**src/rtl/rnm_pkg.sv**
```systemverilog
package rnm_pkg;
   // register byte offsets
   localparam logic [7:0] OFS_MACHINE_STATE = 8'h00;
   localparam logic [7:0] OFS_SAVE_RESTORE_PC = 8'h04;
   localparam logic [7:0] OFS_SAVE_RESTORE_STATE = 8'h08;
   localparam logic [7:0] OFS_DATA_FAULT_STATUS = 8'h0C;
   localparam logic [7:0] OFS_DATA_FAULT_ADDRESS = 8'h10;
   localparam logic [7:0] OFS_FP_EXCEPTION_CAUSE = 8'h14;
   localparam logic [7:0] OFS_FETCH_DEBUG_CONTROL = 8'h18;
   localparam logic [7:0] OFS_LOADSTORE_DEBUG_A = 8'h1C;
   localparam logic [7:0] OFS_LOADSTORE_DEBUG_B = 8'h20;
   localparam logic [7:0] OFS_DEBUG_COUNTER_A = 8'h24;
   localparam logic [7:0] OFS_DEBUG_COUNTER_B = 8'h28;
   localparam logic [7:0] OFS_BURST_BUFFER_CFG = 8'h2C;
   localparam logic [7:0] OFS_DEBUG_ENABLE = 8'h30;
   localparam logic [7:0] OFS_BLOCK_STATUS = 8'h34;

   // machine_state fields, as vector index (msb = bit 0 of the core)
   localparam int MS_WIDE = 31;
   localparam int MS_ILE = 16;
   localparam int MS_ME = 12;
   localparam int MS_FPA = 11;
   localparam int MS_FPB = 8;
   localparam int MS_PREFIX = 6;
   localparam int MS_DECOMPRESSION_ENABLE = 2;
   localparam int MS_RI = 1;
   localparam int MS_LE = 0;

   // save_restore_state layout
   localparam logic [31:0] SRS_COPY_MASK = 32'h87C0_FFFF;
   localparam int SRS_FETCH = 30;

   // small control fields
   localparam int BB_EN_COMP = 0;
   localparam int BB_COMPRESSION_ON_EXCEPTION = 1;
   localparam int DE_CHECKSTOP_DEBUG_ENABLE = 0;
   localparam int DE_MACHINE_CHECK_DEBUG_ENABLE = 1;
   localparam int ST_CHECKSTOP_BIT = 0;
   localparam int ST_DEBUG_EN_BIT = 1;
   localparam int ST_FP_PRECISE_BIT = 2;
   localparam int ST_NMI_PEND_BIT = 3;

   // reset values and vectors
   localparam logic [31:0] RST_ZERO = 32'h0000_0000;
   localparam logic [15:0] RST_ZERO_HALF = 16'h0000;
   localparam logic [31:0] VEC_BASE_HIGH = 32'hFFF0_0000;
   localparam logic [31:0] VEC_BASE_LOW = 32'h0000_0000;
   localparam logic [31:0] VEC_RESET_OFS = 32'h0000_0100;
   localparam logic [31:0] VEC_MCHECK_OFS = 32'h0000_0200;

   typedef enum logic [1:0] {
      EXC_NONE,
      EXC_RESET,
      EXC_NMI,
      EXC_MCHECK
   } rnm_exc_e;

   typedef enum {ST_RUN, ST_STOPPED} rnm_state_e;

   // machine-check request from the core datapath
   typedef struct packed {
      logic        req;
      logic        fetch;
      logic        data;
      logic        xform;
      logic [31:0] fault_pc;
      logic [31:0] addr;
      logic [31:0] instr;
   } rnm_mcheck_s;

   typedef struct packed {
      logic        take;
      rnm_exc_e    kind;
      logic [31:0] vector;
   } rnm_entry_s;
endpackage : rnm_pkg

```
**src/rtl/rnm_exception_unit.sv**
```systemverilog
module rnm_exception_unit (
   input wire logic i_clk,
   input wire logic i_reset_n,
   input wire logic [31:0] i_paddr,
   input wire logic i_psel,
   input wire logic i_penable,
   input wire logic i_pwrite,
   input wire logic [31:0] i_pwdata,
   output logic [31:0] o_prdata,
   output logic o_pready,
   output logic o_pslverr,
   input wire logic i_power_on_reset_in_n,
   input wire logic i_hard_reset_in_n,
   input wire logic i_soft_reset_in_n,
   input wire logic i_nonmaskable_irq_line_n,
   input wire logic i_internal_reset_req,
   input wire logic i_reset_cfg_prefix,
   input wire logic i_debug_mode_strap,
   input wire logic [31:0] i_next_pc,
   input wire rnm_pkg::rnm_mcheck_s i_mcheck,
   output rnm_pkg::rnm_entry_s o_entry,
   output logic o_checkstop,
   output logic o_checkstop_ind,
   output logic o_debug_entry,
   output logic o_fp_precise
);
   import rnm_pkg::*;

   logic [3:0] sync1_r;
   logic [3:0] sync2_r;
   logic [3:0] sync3_r;
   logic [3:0] pin_r;
   logic boot_r;
   logic debug_en_r;
   logic nmi_pin_d_r;
   logic nmi_pend_r;
   rnm_state_e state_r;
   logic [31:0] machine_state_r;
   logic [31:0] save_restore_pc_r;
   logic [31:0] save_restore_state_r;
   logic [31:0] data_fault_status_r;
   logic [31:0] data_fault_address_r;
   logic [31:0] fp_exception_cause_r;
   logic [31:0] fetch_debug_control_r;
   logic [31:0] loadstore_debug_control_a_r;
   logic [31:0] loadstore_debug_control_b_r;
   logic [31:0] debug_counter_a_r;
   logic [31:0] debug_counter_b_r;
   logic [1:0] burst_buffer_module_config_r;
   logic [1:0] debug_enable_reg_r;
   rnm_entry_s entry_r;
   logic checkstop_ind_r;
   logic debug_entry_r;
   logic [31:0] prdata_r;
   logic pslverr_r;

   logic reset_act;
   logic nmi_take;
   logic mc_take;
   logic mc_handler;
   logic mc_stop;
   logic mc_debug;
   logic dcmp_val;
   logic wr;
   logic rd;
   logic hit;
   logic [7:0] ofs;
   logic [31:0] ms_exc;
   logic [31:0] dfs_nxt;
   logic [31:0] rd_mux;

   // pin synchronisers: a change counts once stages two and three agree
   always_ff @(posedge i_clk or negedge i_reset_n) begin
      if (!i_reset_n) begin
         sync1_r <= 4'hF;
         sync2_r <= 4'hF;
         sync3_r <= 4'hF;
      end else begin
         sync1_r <= {i_nonmaskable_irq_line_n, i_soft_reset_in_n,
                     i_hard_reset_in_n, i_power_on_reset_in_n};
         sync2_r <= sync1_r;
         sync3_r <= sync2_r;
      end
   end

   generate
      for (genvar g = 0; g < 4; g++) begin : g_pin
         always_ff @(posedge i_clk or negedge i_reset_n) begin
            if (!i_reset_n) begin
               pin_r[g] <= 1'b1;
            end else if (sync2_r[g] == sync3_r[g]) begin
               pin_r[g] <= sync3_r[g];
            end
         end
      end
   endgenerate

   // exception selection
   assign reset_act = !pin_r[0] || !pin_r[1] || !pin_r[2]
                      || i_internal_reset_req;
   assign dcmp_val = burst_buffer_module_config_r[BB_EN_COMP]
                     & burst_buffer_module_config_r[BB_COMPRESSION_ON_EXCEPTION];
   assign mc_take = i_mcheck.req && !reset_act
                    && state_r == ST_RUN;
   assign nmi_take = nmi_pend_r && !reset_act && !mc_take
                     && state_r == ST_RUN;

   always_comb begin
      mc_handler = 1'b0;
      mc_stop = 1'b0;
      mc_debug = 1'b0;
      if (!debug_en_r) begin
         mc_handler = machine_state_r[MS_ME];
         mc_stop = !machine_state_r[MS_ME];
      end else if (machine_state_r[MS_ME]) begin
         mc_debug = debug_enable_reg_r[DE_MACHINE_CHECK_DEBUG_ENABLE];
         mc_handler = !debug_enable_reg_r[DE_MACHINE_CHECK_DEBUG_ENABLE];
      end else begin
         mc_debug = debug_enable_reg_r[DE_CHECKSTOP_DEBUG_ENABLE];
         mc_stop = !debug_enable_reg_r[DE_CHECKSTOP_DEBUG_ENABLE];
      end
   end

   // machine_state image after nmi or machine check entry
   always_comb begin
      ms_exc = RST_ZERO;
      ms_exc[MS_PREFIX] = machine_state_r[MS_PREFIX];
      ms_exc[MS_ME] = machine_state_r[MS_ME];
      ms_exc[MS_LE] = machine_state_r[MS_ILE];
      ms_exc[MS_DECOMPRESSION_ENABLE] = dcmp_val;
   end

   // data fault status from the faulting instruction
   always_comb begin
      dfs_nxt = RST_ZERO;
      if (i_mcheck.xform) begin
         dfs_nxt[16:15] = i_mcheck.instr[2:1];
         dfs_nxt[14] = i_mcheck.instr[6];
         dfs_nxt[13:10] = i_mcheck.instr[10:7];
      end else begin
         dfs_nxt[14] = i_mcheck.instr[26];
         dfs_nxt[13:10] = i_mcheck.instr[30:27];
      end
      dfs_nxt[9:0] = i_mcheck.instr[25:16];
   end

   // apb decode
   assign ofs = i_paddr[7:0];
   assign wr = i_psel && i_penable && i_pwrite && hit;
   assign rd = i_psel && i_penable && !i_pwrite;

   always_comb begin
      hit = (i_paddr[31:8] == 24'h00_0000) && (ofs[1:0] == 2'b00)
            && (ofs <= OFS_BLOCK_STATUS);
      rd_mux = RST_ZERO;
      case (ofs)
         OFS_MACHINE_STATE: rd_mux = machine_state_r;
         OFS_SAVE_RESTORE_PC: rd_mux = save_restore_pc_r;
         OFS_SAVE_RESTORE_STATE: rd_mux = save_restore_state_r;
         OFS_DATA_FAULT_STATUS: rd_mux = data_fault_status_r;
         OFS_DATA_FAULT_ADDRESS: rd_mux = data_fault_address_r;
         OFS_FP_EXCEPTION_CAUSE: rd_mux = fp_exception_cause_r;
         OFS_FETCH_DEBUG_CONTROL: rd_mux = fetch_debug_control_r;
         OFS_LOADSTORE_DEBUG_A: rd_mux = loadstore_debug_control_a_r;
         OFS_LOADSTORE_DEBUG_B: rd_mux = loadstore_debug_control_b_r;
         OFS_DEBUG_COUNTER_A: rd_mux = debug_counter_a_r;
         OFS_DEBUG_COUNTER_B: rd_mux = debug_counter_b_r;
         OFS_BURST_BUFFER_CFG: rd_mux[1:0] = burst_buffer_module_config_r;
         OFS_DEBUG_ENABLE: rd_mux[1:0] = debug_enable_reg_r;
         OFS_BLOCK_STATUS: begin
            rd_mux[ST_CHECKSTOP_BIT] = (state_r == ST_STOPPED);
            rd_mux[ST_DEBUG_EN_BIT] = debug_en_r;
            rd_mux[ST_FP_PRECISE_BIT] = o_fp_precise;
            rd_mux[ST_NMI_PEND_BIT] = nmi_pend_r;
         end
         default: rd_mux = RST_ZERO;
      endcase
   end

   always_ff @(posedge i_clk or negedge i_reset_n) begin
      if (!i_reset_n) begin
         prdata_r <= RST_ZERO;
         pslverr_r <= 1'b0;
      end else begin
         pslverr_r <= 1'b0;
         if (i_psel && !i_penable) begin
            prdata_r <= hit ? rd_mux : RST_ZERO;
            pslverr_r <= !hit;
         end else if (rd) begin
            prdata_r <= RST_ZERO;
         end
      end
   end

   // strap capture and boot marker
   always_ff @(posedge i_clk or negedge i_reset_n) begin
      if (!i_reset_n) begin
         boot_r <= 1'b0;
         debug_en_r <= 1'b0;
      end else if (!boot_r) begin
         boot_r <= 1'b1;
         debug_en_r <= i_debug_mode_strap;
      end
   end

   // nmi request on the assertion edge; set wins over clear
   always_ff @(posedge i_clk or negedge i_reset_n) begin
      if (!i_reset_n) begin
         nmi_pin_d_r <= 1'b1;
         nmi_pend_r <= 1'b0;
      end else begin
         nmi_pin_d_r <= pin_r[3];
         if (nmi_pin_d_r && !pin_r[3]) begin
            nmi_pend_r <= 1'b1;
         end else if (nmi_take || reset_act) begin
            nmi_pend_r <= 1'b0;
         end
      end
   end

   // run / checkstop state
   always_ff @(posedge i_clk or negedge i_reset_n) begin
      if (!i_reset_n) begin
         state_r <= ST_RUN;
      end else begin
         case (state_r)
            ST_RUN: begin
               if (mc_take && mc_stop) begin
                  state_r <= ST_STOPPED;
               end
            end
            ST_STOPPED: begin
               if (reset_act) begin
                  state_r <= ST_RUN;
               end
            end
            default: state_r <= ST_RUN;
         endcase
      end
   end

   // machine_state
   always_ff @(posedge i_clk or negedge i_reset_n) begin
      if (!i_reset_n) begin
         machine_state_r <= RST_ZERO;
      end else if (!boot_r || reset_act) begin
         machine_state_r <= RST_ZERO;
         machine_state_r[MS_ME] <= machine_state_r[MS_ME];
         machine_state_r[MS_DECOMPRESSION_ENABLE] <= dcmp_val;
         machine_state_r[MS_PREFIX] <= i_reset_cfg_prefix;
      end else if (nmi_take || (mc_take && mc_handler)) begin
         machine_state_r <= ms_exc;
      end else if (wr && ofs == OFS_MACHINE_STATE) begin
         machine_state_r <= i_pwdata;
         machine_state_r[MS_WIDE] <= 1'b0;
      end
   end

   assign o_fp_precise = machine_state_r[MS_FPA]
                         | machine_state_r[MS_FPB];

   // save/restore registers; left as they were on pin and internal resets
   always_ff @(posedge i_clk or negedge i_reset_n) begin
      if (!i_reset_n) begin
         save_restore_pc_r <= RST_ZERO;
         save_restore_state_r <= RST_ZERO;
      end else if (nmi_take) begin
         save_restore_pc_r <= i_next_pc;
         save_restore_state_r <= machine_state_r & SRS_COPY_MASK;
      end else if (mc_take && mc_handler) begin
         save_restore_pc_r <= i_mcheck.fault_pc;
         save_restore_state_r <= machine_state_r & SRS_COPY_MASK;
         save_restore_state_r[SRS_FETCH] <= i_mcheck.fetch;
      end else if (wr) begin
         if (ofs == OFS_SAVE_RESTORE_PC) begin
            save_restore_pc_r <= i_pwdata;
         end
         if (ofs == OFS_SAVE_RESTORE_STATE) begin
            save_restore_state_r <= i_pwdata;
         end
      end
   end

   // fault status and address, data machine checks only
   always_ff @(posedge i_clk or negedge i_reset_n) begin
      if (!i_reset_n) begin
         data_fault_status_r <= RST_ZERO;
         data_fault_address_r <= RST_ZERO;
      end else if (mc_take && mc_handler && i_mcheck.data) begin
         data_fault_status_r <= dfs_nxt;
         data_fault_address_r <= i_mcheck.addr;
      end else if (wr) begin
         if (ofs == OFS_DATA_FAULT_STATUS) begin
            data_fault_status_r <= i_pwdata;
         end
         if (ofs == OFS_DATA_FAULT_ADDRESS) begin
            data_fault_address_r <= i_pwdata;
         end
      end
   end

   // debug and fp cause registers
   always_ff @(posedge i_clk or negedge i_reset_n) begin
      if (!i_reset_n) begin
         fp_exception_cause_r <= RST_ZERO;
         fetch_debug_control_r <= RST_ZERO;
         loadstore_debug_control_a_r <= RST_ZERO;
         loadstore_debug_control_b_r <= RST_ZERO;
         debug_counter_a_r <= RST_ZERO;
         debug_counter_b_r <= RST_ZERO;
      end else if (reset_act) begin
         fp_exception_cause_r <= RST_ZERO;
         fetch_debug_control_r <= RST_ZERO;
         loadstore_debug_control_a_r <= RST_ZERO;
         loadstore_debug_control_b_r <= RST_ZERO;
         debug_counter_a_r[15:0] <= RST_ZERO_HALF;
         debug_counter_b_r[15:0] <= RST_ZERO_HALF;
      end else if (wr) begin
         case (ofs)
            OFS_FP_EXCEPTION_CAUSE: fp_exception_cause_r <= i_pwdata;
            OFS_FETCH_DEBUG_CONTROL: fetch_debug_control_r <= i_pwdata;
            OFS_LOADSTORE_DEBUG_A: loadstore_debug_control_a_r <= i_pwdata;
            OFS_LOADSTORE_DEBUG_B: loadstore_debug_control_b_r <= i_pwdata;
            OFS_DEBUG_COUNTER_A: debug_counter_a_r <= i_pwdata;
            OFS_DEBUG_COUNTER_B: debug_counter_b_r <= i_pwdata;
            default: ;
         endcase
      end
   end

   // compression and debug enable controls
   always_ff @(posedge i_clk or negedge i_reset_n) begin
      if (!i_reset_n) begin
         burst_buffer_module_config_r <= 2'b00;
         debug_enable_reg_r <= 2'b00;
      end else if (wr) begin
         if (ofs == OFS_BURST_BUFFER_CFG) begin
            burst_buffer_module_config_r <= i_pwdata[1:0];
         end
         if (ofs == OFS_DEBUG_ENABLE) begin
            debug_enable_reg_r <= i_pwdata[1:0];
         end
      end
   end

   // entry record, checkstop indication and debug entry
   always_ff @(posedge i_clk or negedge i_reset_n) begin
      if (!i_reset_n) begin
         entry_r <= '0;
         checkstop_ind_r <= 1'b0;
         debug_entry_r <= 1'b0;
      end else begin
         entry_r.take <= 1'b0;
         checkstop_ind_r <= mc_take && mc_stop;
         debug_entry_r <= mc_take && mc_debug;
         if (reset_act || nmi_take) begin
            entry_r.take <= 1'b1;
            entry_r.kind <= reset_act ? EXC_RESET : EXC_NMI;
            entry_r.vector <= (i_reset_cfg_prefix ? VEC_BASE_HIGH
                               : VEC_BASE_LOW) | VEC_RESET_OFS;
         end else if (mc_take && mc_handler) begin
            entry_r.take <= 1'b1;
            entry_r.kind <= EXC_MCHECK;
            entry_r.vector <= (machine_state_r[MS_PREFIX] ? VEC_BASE_HIGH
                               : VEC_BASE_LOW) | VEC_MCHECK_OFS;
         end
      end
   end

   assign o_entry = entry_r;
   assign o_checkstop = (state_r == ST_STOPPED);
   assign o_checkstop_ind = checkstop_ind_r;
   assign o_debug_entry = debug_entry_r;
   assign o_prdata = prdata_r;
   assign o_pready = 1'b1;
   assign o_pslverr = pslverr_r && i_psel && i_penable;
endmodule : rnm_exception_unit

```
**config.mk**
```make
export PLATFORM = sky130hd
export DESIGN_NAME = rnm_exception_unit
export DESIGN_NICKNAME = d
export VERILOG_FILES = /design/src/rtl/rnm_pkg.sv /design/src/rtl/rnm_exception_unit.sv
export SDC_FILE = /design/constraint.sdc
export NUM_CORES = 1
export LEC_CHECK = 0
export ABC_AREA = 1
export BUFFER_PORTS_ARGS = -buffer_cell sky130_fd_sc_hd__buf_2
export CAP_MARGIN = 20
export CELL_PAD_IN_SITES_DETAIL_PLACEMENT = 0
export CELL_PAD_IN_SITES_GLOBAL_PLACEMENT = 2
export CORE_UTILIZATION = 30
export DETAILED_ROUTE_END_ITERATION = 16
export HOLD_SLACK_MARGIN = 0.03
export PLACE_DENSITY_LB_ADDON = 0.1
export SYNTH_ARGS = -nofsm -noshare
export SYNTH_HDL_FRONTEND = slang
export SYNTH_SLANG_ARGS = --single-unit
```
**constraint.sdc**
```tcl
create_clock -name i_clk -period 1.67 [get_ports i_clk]
set_input_delay 0 -clock i_clk [delete_from_list [all_inputs] [get_ports i_clk]]
set_output_delay 0 -clock i_clk [all_outputs]
set_load 0.05 [all_outputs]
```
==> results.py, run 1 <==
metrics = {
    "yosys": {
        "yosys_register_bits": 417,
        "syn_area_um2": 20800,
        "synth-edff-count": 0,
        "synth_top_area_share_pct": 48.2,
        "synth_compound_area_share_pct": 4.15,
        "syn_inst": 2883,
        "synth-async-reset-ratio_pct": 100,
        "yosys.area_share.simple_pct": 38.4,
        "synth_top_family_by_area": "simple AND/OR/NAND/NOR gates",
        "synthMuxAreaShare_pct": 0,
        "synth_ff_type": "dfrtp_1",
        "seq_area_frac_synth_pct": 50.3,
        "syn_avg_cell_area_um2": 7.21,
        "ys_types": 33,
        "yosys.area.top_type": "dfrtp_1",
        "synth_warnings": 0,
        "ys_top_cells_by_area": "dfrtp_1 48%, nand2_1 25%, nand3_1 7.2%",
        "yosys.area_share.xor_xnor_pct": 0,
        "synth-adder-area-share_pct": 0.193,
    },
    "cells_and_area": {
        "syn_to_final_growth_pct": 43.8,
        "final_nets": 3688,
        "num_antenna_cells": 0,
        "final_util_pct": 43.6,
        "stdcell_count": 4451,
        "drive_gt1_share_pct": 22.7,
    },
    "min_path": {
        "min_from": "i_soft_reset_in_n",
        "whs_path_depth": 2,
        "worstHoldPathType": "in -> reg",
        "min_to": "sync1_r[2]",
    },
    "critical_path": {
        "worstPathMaxFanout": 12,
        "reg2reg_depth": 10,
        "worst-setup-path-type": "reg -> reg",
        "required_ns": 2.20,
        "startpoint_type": "flop",
        "r2r_end": "save_restore_pc_r[19]",
        "cp-end-kind": "flop",
        "r2r_start": "pin_r[0]",
        "r2r_slack_ns": -0.25,
        "cp.arrival_ns": 2.45,
    },
    "timing": {
        "clock_skew_ns": 0.0275,
        "max_slew_margin_pct": 57.1,
        "max_freq_mhz": 521,
        "slew_viol_final": 0,
        "period_share_pct": 115,
        "layout_min_cycle_time_ns": 1.92,
        "rsz0062_at_grt": "true",
        "hold_viol": 0,
        "setup_viol": 265,
        "worst_slack_ns": -0.250,
        "fin_setup_tns_ns": -28.83,
        "worst_pin_slew_ns": 0.637,
    },
    "drt": {
        "drt_first_pass_iters": 6,
        "vias": 21200,
        "vias_per_cell": 4.76,
        "met3_length_um": 4600,
        "top_layer": "met4",
        "wl_met1_um": 44200,
        "ant_nets": 0,
        "drt_iter0_markers": 1655,
        "drc": 0,
        "wire_per_inst_um": 20.4,
        "totalWireLength_um": 90800,
        "routed-wl-met2_um": 40500,
    },
    "die": {
        "die_area_um2": 70300,
        "core_area_um2": 68600,
        "initial_utilization_pct": 30.3,
        "rows": 96,
        "die_h_um": 265,
        "die_w_um": 265,
        "io_pins": 281,
    },
    "outcome": {
        "violations": "negative setup slack",
        "outcome": "finished, violations left",
    },
    "global_routing": {
        "grt.overflow.total": 0,
        "grtUsageTotal_pct": 25.1,
        "antenna_found_initial": 0,
        "grt_max_degree": 50,
        "grt_pass1_wl_um": 132000,
        "grt_pass1_vias": 20400,
    },
    "clock_network": {
        "cts_sinks": 417,
        "insertion_delay_ns": 0.61,
        "root_buffer": "clkbuf_16",
        "clockBufferDepth": 3,
        "clk_pin_slew_ns": 0.06,
        "htreeDepth": 2,
        "cts_buffers": 51,
        "cts_tree": "built",
    },
    "place": {
        "hpwl_um": 64900,
        "place_congestion": 0.847,
        "io_buffer_count": 251,
        "place_inst": 4160,
    },
    "power": {
        "power_leakage_nw": 15.7,
        "ir_worst_vdd_v": 0.000651,
        "powerDensity_nw_per_um2": 815,
    },
    "job": {
        "maxCapViolCount": 0,
    },
}
[registers in the layout (all words and copies together) (netlist names), 2 cells and up]
register and flops:
burst_buffer_module_config_r 2, data_fault_address_r 32, data_fault_status_r 32, debug_counter_a_r 32
debug_counter_b_r 32, debug_enable_reg_r 2, fetch_debug_control_r 32, fp_exception_cause_r 32
loadstore_debug_control_a_r 32, loadstore_debug_control_b_r 32, machine_state_r 31, o_entry 6
o_prdata 32, pin_r 4, save_restore_pc_r 32, save_restore_state_r 32
sync1_r 4, sync2_r 4, sync3_r 4
[Yosys cell counts (2+ instances only)]
library cell and number:
maj3_1 4, buf_1 9, nand2_2 3, o21ai_0 70, and3_1 12, nand4_1 3
a21oi_1 17, inv_2 7, clkbuf_1 56, nor2_4 7, inv_1 135, nand3_1 297
buf_4 33, conb_1 2, o21ai_1 26, nor2_2 9, nand2_1 1409, dfstp_2 17
o211ai_1 34, dfrtp_1 400, nor3_4 2, buf_2 79, nor2_1 241, o21a_1 2
[timing repair]
item                                    4_1_cts  5_1_grt
endpoints found under the setup margin      350      362
gates cloned                                  0       15
setup buffers                                 2        8
hold buffers                                173        0
pin swaps                                     5       22
hold endpoints to repair                    650        0
resized for setup                            42      101
[layer usage]
layer,global-route usage [%],vias to the layer above
met1,38.5,10400
li1,-,10200
met3,3.18,90
met5,0,-
met4,4.41,0
met2,37.8,569
[cell usage in the layout (no fill, tap or decap), types with 3 or more instances in the layout]
master         netlist  final
clkinv_2             0     10
clkbuf_8             0     10
buf_6                1     17
conb_1               2     20
o21ai_2              0      8
and3_1              12     12
o21ai_0             70     53
bufinv_16            0      5
dfrtp_1            400    399
dlygate4sd3_1        0    172
inv_2                7      6
nand4_1              3      3
o21ai_1             26     34
buf_4               33    175
nor2_4               7     13
buf_12               0     74
clkbuf_16            0     65
o211ai_1            34     34
nand2_2              3     21
nand3_1            297    242
nand2_1           1409   1381
nand3_2              1     55
nand2_8              0      4
inv_1              135    132
nor2_1             241    200
nand2_4              0      6
nor2_2               9     44
a21oi_1             17     16
maj3_1               4      4
buf_2               79    250
clkbuf_1            56     14
dfstp_2             17     17
[cells by family (layout without fill, tap and decap cells)]
group	after synthesis	after routing
buf+inv	322	941
other cells	2	20
fa+ha+maj	4	4
compound gates	153	153
simple gates	1985	1985
flops	417	417
[how the worst max path moves through the flow]
stage / startpoint / endpoint / slack, ns / cells past startpoint
after floorplan: pin_r[2] / save_restore_pc_r[10] / -0.07 / 9
after global placement: i_paddr[3] / o_prdata[0] / -0.22 / 12
after detailed placement: pin_r[2] / machine_state_r[0] / -0.30 / 11
after CTS: pin_r[2] / machine_state_r[26] / -0.22 / 11
after global routing: pin_r[0] / save_restore_pc_r[7] / -0.32 / 10
final: pin_r[0] / save_restore_pc_r[19] / -0.25 / 10
[stage by stage]
step	hold slack, ns	setup slack [ns]	area, um2	total power [mW]
6_report	0.0506	-0.250	29900	24.4
5_1_grt	0.0578	-0.319	29900	25.2
4_1_cts	0.0344	-0.222	29100	24.6
3_5_place_dp	-0.0620	-0.305	25500	12.6
3_3_place_gp	-0.0675	-0.218	25500	12.6
2_1_floorplan	-0.296	-0.0747	21400	11.5
[where the power goes]
part / total [mW] / switching [mW] / internal, mW
Sequential: 10.5 / 0.180 / 10.4
Clock: 11.6 / 4.57 / 7.00
Combinational: 2.25 / 1.32 / 0.931
Total: 24.4 / 6.07 / 18.3
[area by class of cell]
| cell class | count | area, um2 |
|---|---|---|
| repair buffers | 703 | 6330 |
| well taps | 931 | 1160 |
| inverters | 144 | 616 |
| flip-flops and latches | 417 | 10500 |
| fillers | 7076 | 38700 |
| multi-input cells | 2162 | 9570 |
| clock inverters | 16 | 208 |
| clock buffers | 77 | 1520 |
| repair inverters | 1 | 11.3 |
[worst max-delay path: stages (launching register included)]
cell and delay (ns):
dfstp_2 0.54, nand2_2 0.06, nor2_4 0.14, nand4_1 0.20, nand2_2 0.17, buf_12 0.18
clkinv_16 0.11, nand2_8 0.14, clkbuf_16 0.17, nand2_1 0.05, nand2_1 0.06
Note: power is estimated with default switching activity, not from simulation.
==> run 2, diff against run 1 <==
--- a/config.mk
+++ b/config.mk
@@ -5,12 +5,12 @@
 export SDC_FILE = /design/constraint.sdc
 export NUM_CORES = 1
 export LEC_CHECK = 0
-export ABC_AREA = 1
+export ABC_AREA = 0
 export BUFFER_PORTS_ARGS = -buffer_cell sky130_fd_sc_hd__buf_2
 export CAP_MARGIN = 20
 export CELL_PAD_IN_SITES_DETAIL_PLACEMENT = 0
 export CELL_PAD_IN_SITES_GLOBAL_PLACEMENT = 2
-export CORE_UTILIZATION = 30
+export CORE_UTILIZATION = 34
 export DETAILED_ROUTE_END_ITERATION = 16
 export HOLD_SLACK_MARGIN = 0.03
 export PLACE_DENSITY_LB_ADDON = 0.1
==> results.py, run 2 <==
metrics = {
    "outcome": {
        "outcome": "finished, violations left",
        "violations": "negative setup slack",
    },
    "global_routing": {
        "grt.overflow.total": 0,
        "grtUsageTotal_pct": 30.7,
        "grt_pass1_vias": 18900,
        "grt_pass1_wl_um": 134000,
        "grt_max_degree": 69,
        "antenna_found_initial": 1,
    },
    "critical_path": {
        "cp_slowest_cell": "dfstp_2",
        "worstPathCellList": "and4b_4 > and4b_4 > nand2_8 > buf_12 > a21oi_2 > buf_4 > a21oi_2",
        "worst-setup-path-type": "reg -> reg",
        "startpoint": "pin_r[1]",
        "cp.arrival_ns": 2.48,
        "required_ns": 2.16,
        "r2r_start": "pin_r[1]",
        "cp-end-kind": "flop",
        "critical_path.top_delay_family": "simple AND/OR/NAND/NOR gates",
        "startpoint_type": "flop",
        "cp_num_buf_inv": 2,
        "worstPathMaxFanout": 8,
        "crit_path_max_incr_delay_ns": 0.55,
    },
    "die": {
        "rows": 89,
        "core_area_um2": 58900,
        "die_h_um": 246,
        "die_area_um2": 60600,
        "initial_utilization_pct": 34.4,
        "io_pins": 281,
        "die_w_um": 246,
    },
    "timing": {
        "slew_viol_final": 0,
        "holdWs_ns": 0.0627,
        "layout_min_cycle_time_ns": 1.99,
        "hold_viol": 0,
        "worst_slack_ns": -0.324,
        "max_slew_margin_pct": 55.0,
        "clock_skew_ns": 0.0273,
        "rsz0062_at_grt": "true",
        "setup_viol": 354,
        "period_share_pct": 119,
        "fin_setup_tns_ns": -69.18,
        "worst_pin_slew_ns": 0.674,
        "max_freq_mhz": 501,
    },
    "job": {
        "maxCapViolCount": 0,
    },
    "power": {
        "p_sw_share_pct": 25.8,
        "powerDensity_nw_per_um2": 762,
        "comb_power_share_pct": 12.3,
        "power_leakage_nw": 13.9,
        "seqPwrFrac_pct": 43.4,
        "clkPwrFrac_pct": 44.2,
        "intPower_mw": 18.0,
        "ir_worst_vdd_v": 0.000744,
        "switching_power_mw": 6.26,
    },
    "drt": {
        "vias": 19200,
        "ant_nets": 0,
        "vias_per_cell": 5.61,
        "drt_iter0_markers": 1626,
        "drt_first_pass_iters": 7,
        "wire_per_inst_um": 28.4,
        "drc": 0,
        "totalWireLength_um": 97300,
    },
    "clock_network": {
        "cts_buffers": 48,
        "clk_pin_slew_ns": 0.06,
        "cts_tree": "built",
        "root_buffer": "clkbuf_16",
        "insertion_delay_ns": 0.61,
        "clockBufferDepth": 3,
        "cts_sinks": 417,
        "htreeDepth": 2,
    },
    "cells_and_area": {
        "final_nets": 2831,
        "design_area_um2": 31800,
        "mostFrequentLayoutCells": "399 x dfrtp_1, 248 x buf_2, 233 x buf_4, 187 x mux2i_1, 168 x dlygate4sd3_1",
        "n_fill_cell": 5162,
        "final_common_cell": "dfrtp_1",
        "stdcell_count": 3431,
        "num_antenna_cells": 0,
        "drive_gt1_share_pct": 42.6,
        "syn_to_final_growth_pct": 56.8,
        "final_util_pct": 53.9,
    },
    "yosys": {
        "yosys_register_bits": 417,
        "seq_area_frac_synth_pct": 51.6,
        "yosys.area.top_type": "dfrtp_1",
        "synth_ff_type": "dfrtp_1",
        "syn_inst": 1935,
        "syn_avg_cell_area_um2": 10.5,
        "synthTopCellsByCount": "400 x dfrtp_1, 188 x mux2i_1, 177 x o21ai_0, 174 x nand3_1, 132 x nand2_1",
        "ys_types": 76,
        "synth_most_common_cell": "dfrtp_1",
        "ys_top_cells_by_area": "dfrtp_1 49%, mux2i_1 9.3%, o21ai_0 4.4%",
        "synth_top_area_share_pct": 49.4,
        "synth-async-reset-ratio_pct": 100,
        "synth-edff-count": 0,
        "syn_area_um2": 20300,
        "synth_warnings": 0,
    },
    "min_path": {
        "min_from": "i_soft_reset_in_n",
        "worstHoldPathType": "in -> reg",
    },
    "place": {
        "hpwl_um": 60300,
        "io_buffer_count": 251,
        "post_dp_cell_area_um2": 24800,
        "place_congestion": 0.886,
        "place_inst": 3074,
    },
}
==> run 2: logic make-up (layout without fill, tap and decap cells) <==
family / Yosys count / count (layout) / share of synthesized area [%]
AND/OR/NAND/NOR: 536 / 536 / 13.3
adder cells (fa/ha/maj): 4 / 4 / 0.198
other: 2 / 20 / 0.0371
multiplexers: 258 / 258 / 13.7
AO/OA/AOI/OAI: 490 / 490 / 15.5
flip-flops: 417 / 417 / 51.6
buffers and inverters: 228 / 933 / 5.61
==> run 2: final cells by class <==
class / instances / area [um2] / share of cell area [%]
Multi-Input combinational cell: 1308 / 10700 / 33.7
Clock inverter: 10 / 108 / 0.339
Timing Repair Buffer: 811 / 7940 / 25.0
Inverter: 37 / 139 / 0.437
Sequential cell: 417 / 10500 / 32.9
Clock buffer: 75 / 1460 / 4.61
Tap cell: 773 / 967 / 3.05
==> run 2: stage by stage <==
stage / power (mW) / setup WS (ns)
2_1_floorplan: 11.5 / -0.260
3_3_place_gp: 12.8 / -0.752
3_5_place_dp: 12.8 / -0.701
4_1_cts: 24.1 / -0.293
5_1_grt: 25.0 / -0.402
6_report: 24.2 / -0.324
==> run 2: final timing paths <==
path,end,slack [ns],depth (start not counted)
max,data_fault_status_r[16],-0.32,7
min,sync1_r[2],0.06,2
max reg2reg,data_fault_status_r[16],-0.32,7
min reg2reg,sync2_r[3],0.36,0
max in group asynchronous,o_prdata[14],1.07,3
min in group asynchronous,sync1_r[1],0.11,2
==> run 2: repair_timing <==
action | in CTS | in global routing
endpoints found under the hold margin | 793 | 0
pin swaps | 56 | 107
cloned | 27 | 21
resized for setup | 225 | 374
endpoints found under the setup margin | 353 | 370
setup buffers | 31 | 35
hold buffers | 169 | 0
==> run 2: routing by layer <==
| metal | GRT usage [%] | wire [um] | up-vias |
|---|---|---|---|
| met4 | 8.95 | 3830 | 0 |
| met1 | 42.0 | 41800 | 9879 |
| met5 | 0 | 0 | - |
| li1 | - | - | 8499 |
| met3 | 3.73 | 5220 | 172 |
| met2 | 50.8 | 46500 | 694 |
==> run 2: power groups by stage <==
| stage | clock, mW | combinational [mW] | sequential (mW) |
|---|---|---|---|
| after global routing | 11.3 | 3.15 | 10.5 |
| after detailed placement | 0 | 2.11 | 10.7 |
| after floorplan | 0 | 0.895 | 10.6 |
| final | 10.7 | 2.99 | 10.5 |
| after CTS | 10.9 | 2.76 | 10.5 |
| after global placement | 0 | 2.09 | 10.7 |
==> run 3, diff against run 2 <==
--- a/config.mk
+++ b/config.mk
@@ -8,7 +8,7 @@
 export ABC_AREA = 0
 export BUFFER_PORTS_ARGS = -buffer_cell sky130_fd_sc_hd__buf_2
 export CAP_MARGIN = 20
-export CELL_PAD_IN_SITES_DETAIL_PLACEMENT = 0
+export CELL_PAD_IN_SITES_DETAIL_PLACEMENT = 2
 export CELL_PAD_IN_SITES_GLOBAL_PLACEMENT = 2
 export CORE_UTILIZATION = 34
 export DETAILED_ROUTE_END_ITERATION = 16
==> results.py, run 3 (same netlist as run 2, synthesis figures left out) <==
metrics = {
    "critical_path": {
        "worst-setup-path-type": "reg -> reg",
        "cp-end-kind": "flop",
        "r2r_slack_ns": -0.54,
        "startpoint_type": "flop",
        "reg2reg_depth": 8,
        "required_ns": 2.18,
        "cp.arrival_ns": 2.72,
        "worstPathMaxFanout": 6,
        "r2r_start": "pin_r[1]",
        "startpoint": "pin_r[1]",
    },
    "timing": {
        "worst_pin_slew_ns": 1.02,
        "max_freq_mhz": 453,
        "clock_skew_ns": 0.0340,
        "fin_setup_tns_ns": -137.99,
        "slew_viol_final": 0,
        "hold_viol": 0,
        "rsz0062_at_grt": "true",
        "holdWs_ns": 0.0620,
        "setup_viol": 371,
        "layout_min_cycle_time_ns": 2.21,
        "period_share_pct": 132,
        "worst_slack_ns": -0.538,
        "max_slew_margin_pct": 31.9,
    },
    "clock_network": {
        "cts_buffers": 49,
        "root_buffer": "clkbuf_16",
        "htreeDepth": 2,
        "cts_tree": "built",
        "cts_sinks": 417,
        "insertion_delay_ns": 0.64,
        "clk_pin_slew_ns": 0.07,
        "clockBufferDepth": 3,
    },
    "cells_and_area": {
        "final_util_pct": 56.6,
        "syn_to_final_growth_pct": 64.4,
        "n_fill_cell": 5414,
        "final_common_cell": "dfrtp_1",
        "drive_gt1_share_pct": 49.0,
        "mostFrequentLayoutCells": "399 x dfrtp_1, 248 x buf_2, 239 x buf_4, 187 x mux2i_1, 166 x dlygate4sd3_1",
        "final_nets": 2855,
        "design_area_um2": 33300,
    },
    "drt": {
        "totalWireLength_um": 142000,
        "vias_per_cell": 6.56,
        "wire_per_inst_um": 41.1,
        "vias": 22700,
        "drt_iter0_markers": 2227,
        "drc": 0,
        "ant_nets": 0,
        "drt_first_pass_iters": 7,
    },
    "global_routing": {
        "grt_max_degree": 69,
        "grtUsageTotal_pct": 36.7,
        "grt_pass1_vias": 22700,
        "antenna_found_initial": 5,
        "grt.overflow.total": 0,
        "grt_pass1_wl_um": 161000,
    },
    "job": {
        "maxCapViolCount": 0,
    },
    "power": {
        "intPower_mw": 18.1,
        "power_leakage_nw": 14.5,
        "comb_power_share_pct": 13.2,
        "switching_power_mw": 7.44,
        "powerDensity_nw_per_um2": 767,
        "p_sw_share_pct": 29.1,
        "clkPwrFrac_pct": 45.4,
        "seqPwrFrac_pct": 41.4,
        "ir_worst_vdd_v": 0.000699,
    },
    "die": {
        "die_area_um2": 60600,
        "initial_utilization_pct": 34.4,
        "core_area_um2": 58900,
        "io_pins": 281,
        "die_h_um": 246,
        "rows": 89,
        "die_w_um": 246,
    },
    "place": {
        "post_dp_cell_area_um2": 24800,
        "io_buffer_count": 251,
        "hpwl_um": 66200,
        "place_congestion": 0.886,
    },
    "min_path": {
        "whs_path_depth": 2,
        "min_from": "i_hard_reset_in_n",
        "worstHoldPathType": "in -> reg",
    },
    "outcome": {
        "outcome": "finished, violations left",
        "violations": "negative setup slack",
    },
}
[run 3: changes by cell type in the layout (fill, tap and decap cells not counted), moves of 20 or more]
| cell | delta |
|---|---|
| o21ai_2 | +20 |
| nand2_1 | -22 |
| nand3_2 | +24 |
| nand3_4 | +41 |
| nand3_1 | -65 |
| nand2_4 | +20 |
[run 3: worst paths after layout]
check / end
setup / recovery: machine_state_r[12]
min in group asynchronous: sync1_r[1]
hold / removal: sync1_r[1]
setup reg to reg: machine_state_r[12]
max in group asynchronous: o_prdata[15]
hold reg to reg: sync2_r[0]
[run 3: critical path: stages (launching register included)]
cell and delay, ns:
dfstp_2 0.58, and4b_4 0.31, buf_12 0.12, nand2_4 0.05
o21bai_4 0.21, nor4_4 0.18, buf_4 0.20, buf_8 0.15
mux2_4 0.31
[run 3: cell type report]
class | count | area (um2) | share of cell area (%)
inverter | 37 | 139 | 0.417
clock buffer | 78 | 1490 | 4.47
antenna | 3 | 7.51 | 0.0225
sequential | 417 | 10500 | 31.4
tap | 773 | 967 | 2.90
timing repair buffer | 833 | 8310 | 24.9
multi-input combinational | 1309 | 11800 | 35.5
clock inverter | 13 | 121 | 0.364
[run 3: what timing repair did]
| action | CTS | global route |
|---|---|---|
| cloned | 28 | 28 |
| pin swaps | 63 | 155 |
| hold endpoints to repair | 789 | 0 |
| resized for setup | 272 | 606 |
| setup endpoints to repair | 359 | 374 |
| hold buffers | 167 | 0 |
| setup buffers | 35 | 55 |
[run 3: through the flow]
step | std cells | total power [mW] | setup WS [ns]
CTS | 3394 | 24.5 | -0.301
detailed placement | 3074 | 12.8 | -0.905
global route | 3461 | 25.9 | -0.559
floorplan | 1953 | 11.5 | -0.260
finish | 3463 | 25.5 | -0.538
global placement | 3073 | 12.8 | -0.752
[run 3: layer usage]
layer	global-route usage (%)	up-vias	share of wire, %
li1	-	8544	-
met1	44.7	11800	36
met2	62.9	1650	47
met3	5.82	715	8.4
met4	17.7	2	9.3
met5	0	-	0.0091
[run 3: power groups by stage]
stage / combinational (mW) / sequential (mW) / clock (mW)
floorplan: 0.895 / 10.6 / 0
global placement: 2.09 / 10.7 / 0
detailed placement: 2.14 / 10.7 / 0
CTS: 2.84 / 10.5 / 11.1
global route: 3.44 / 10.6 / 11.8
finish: 3.38 / 10.6 / 11.6
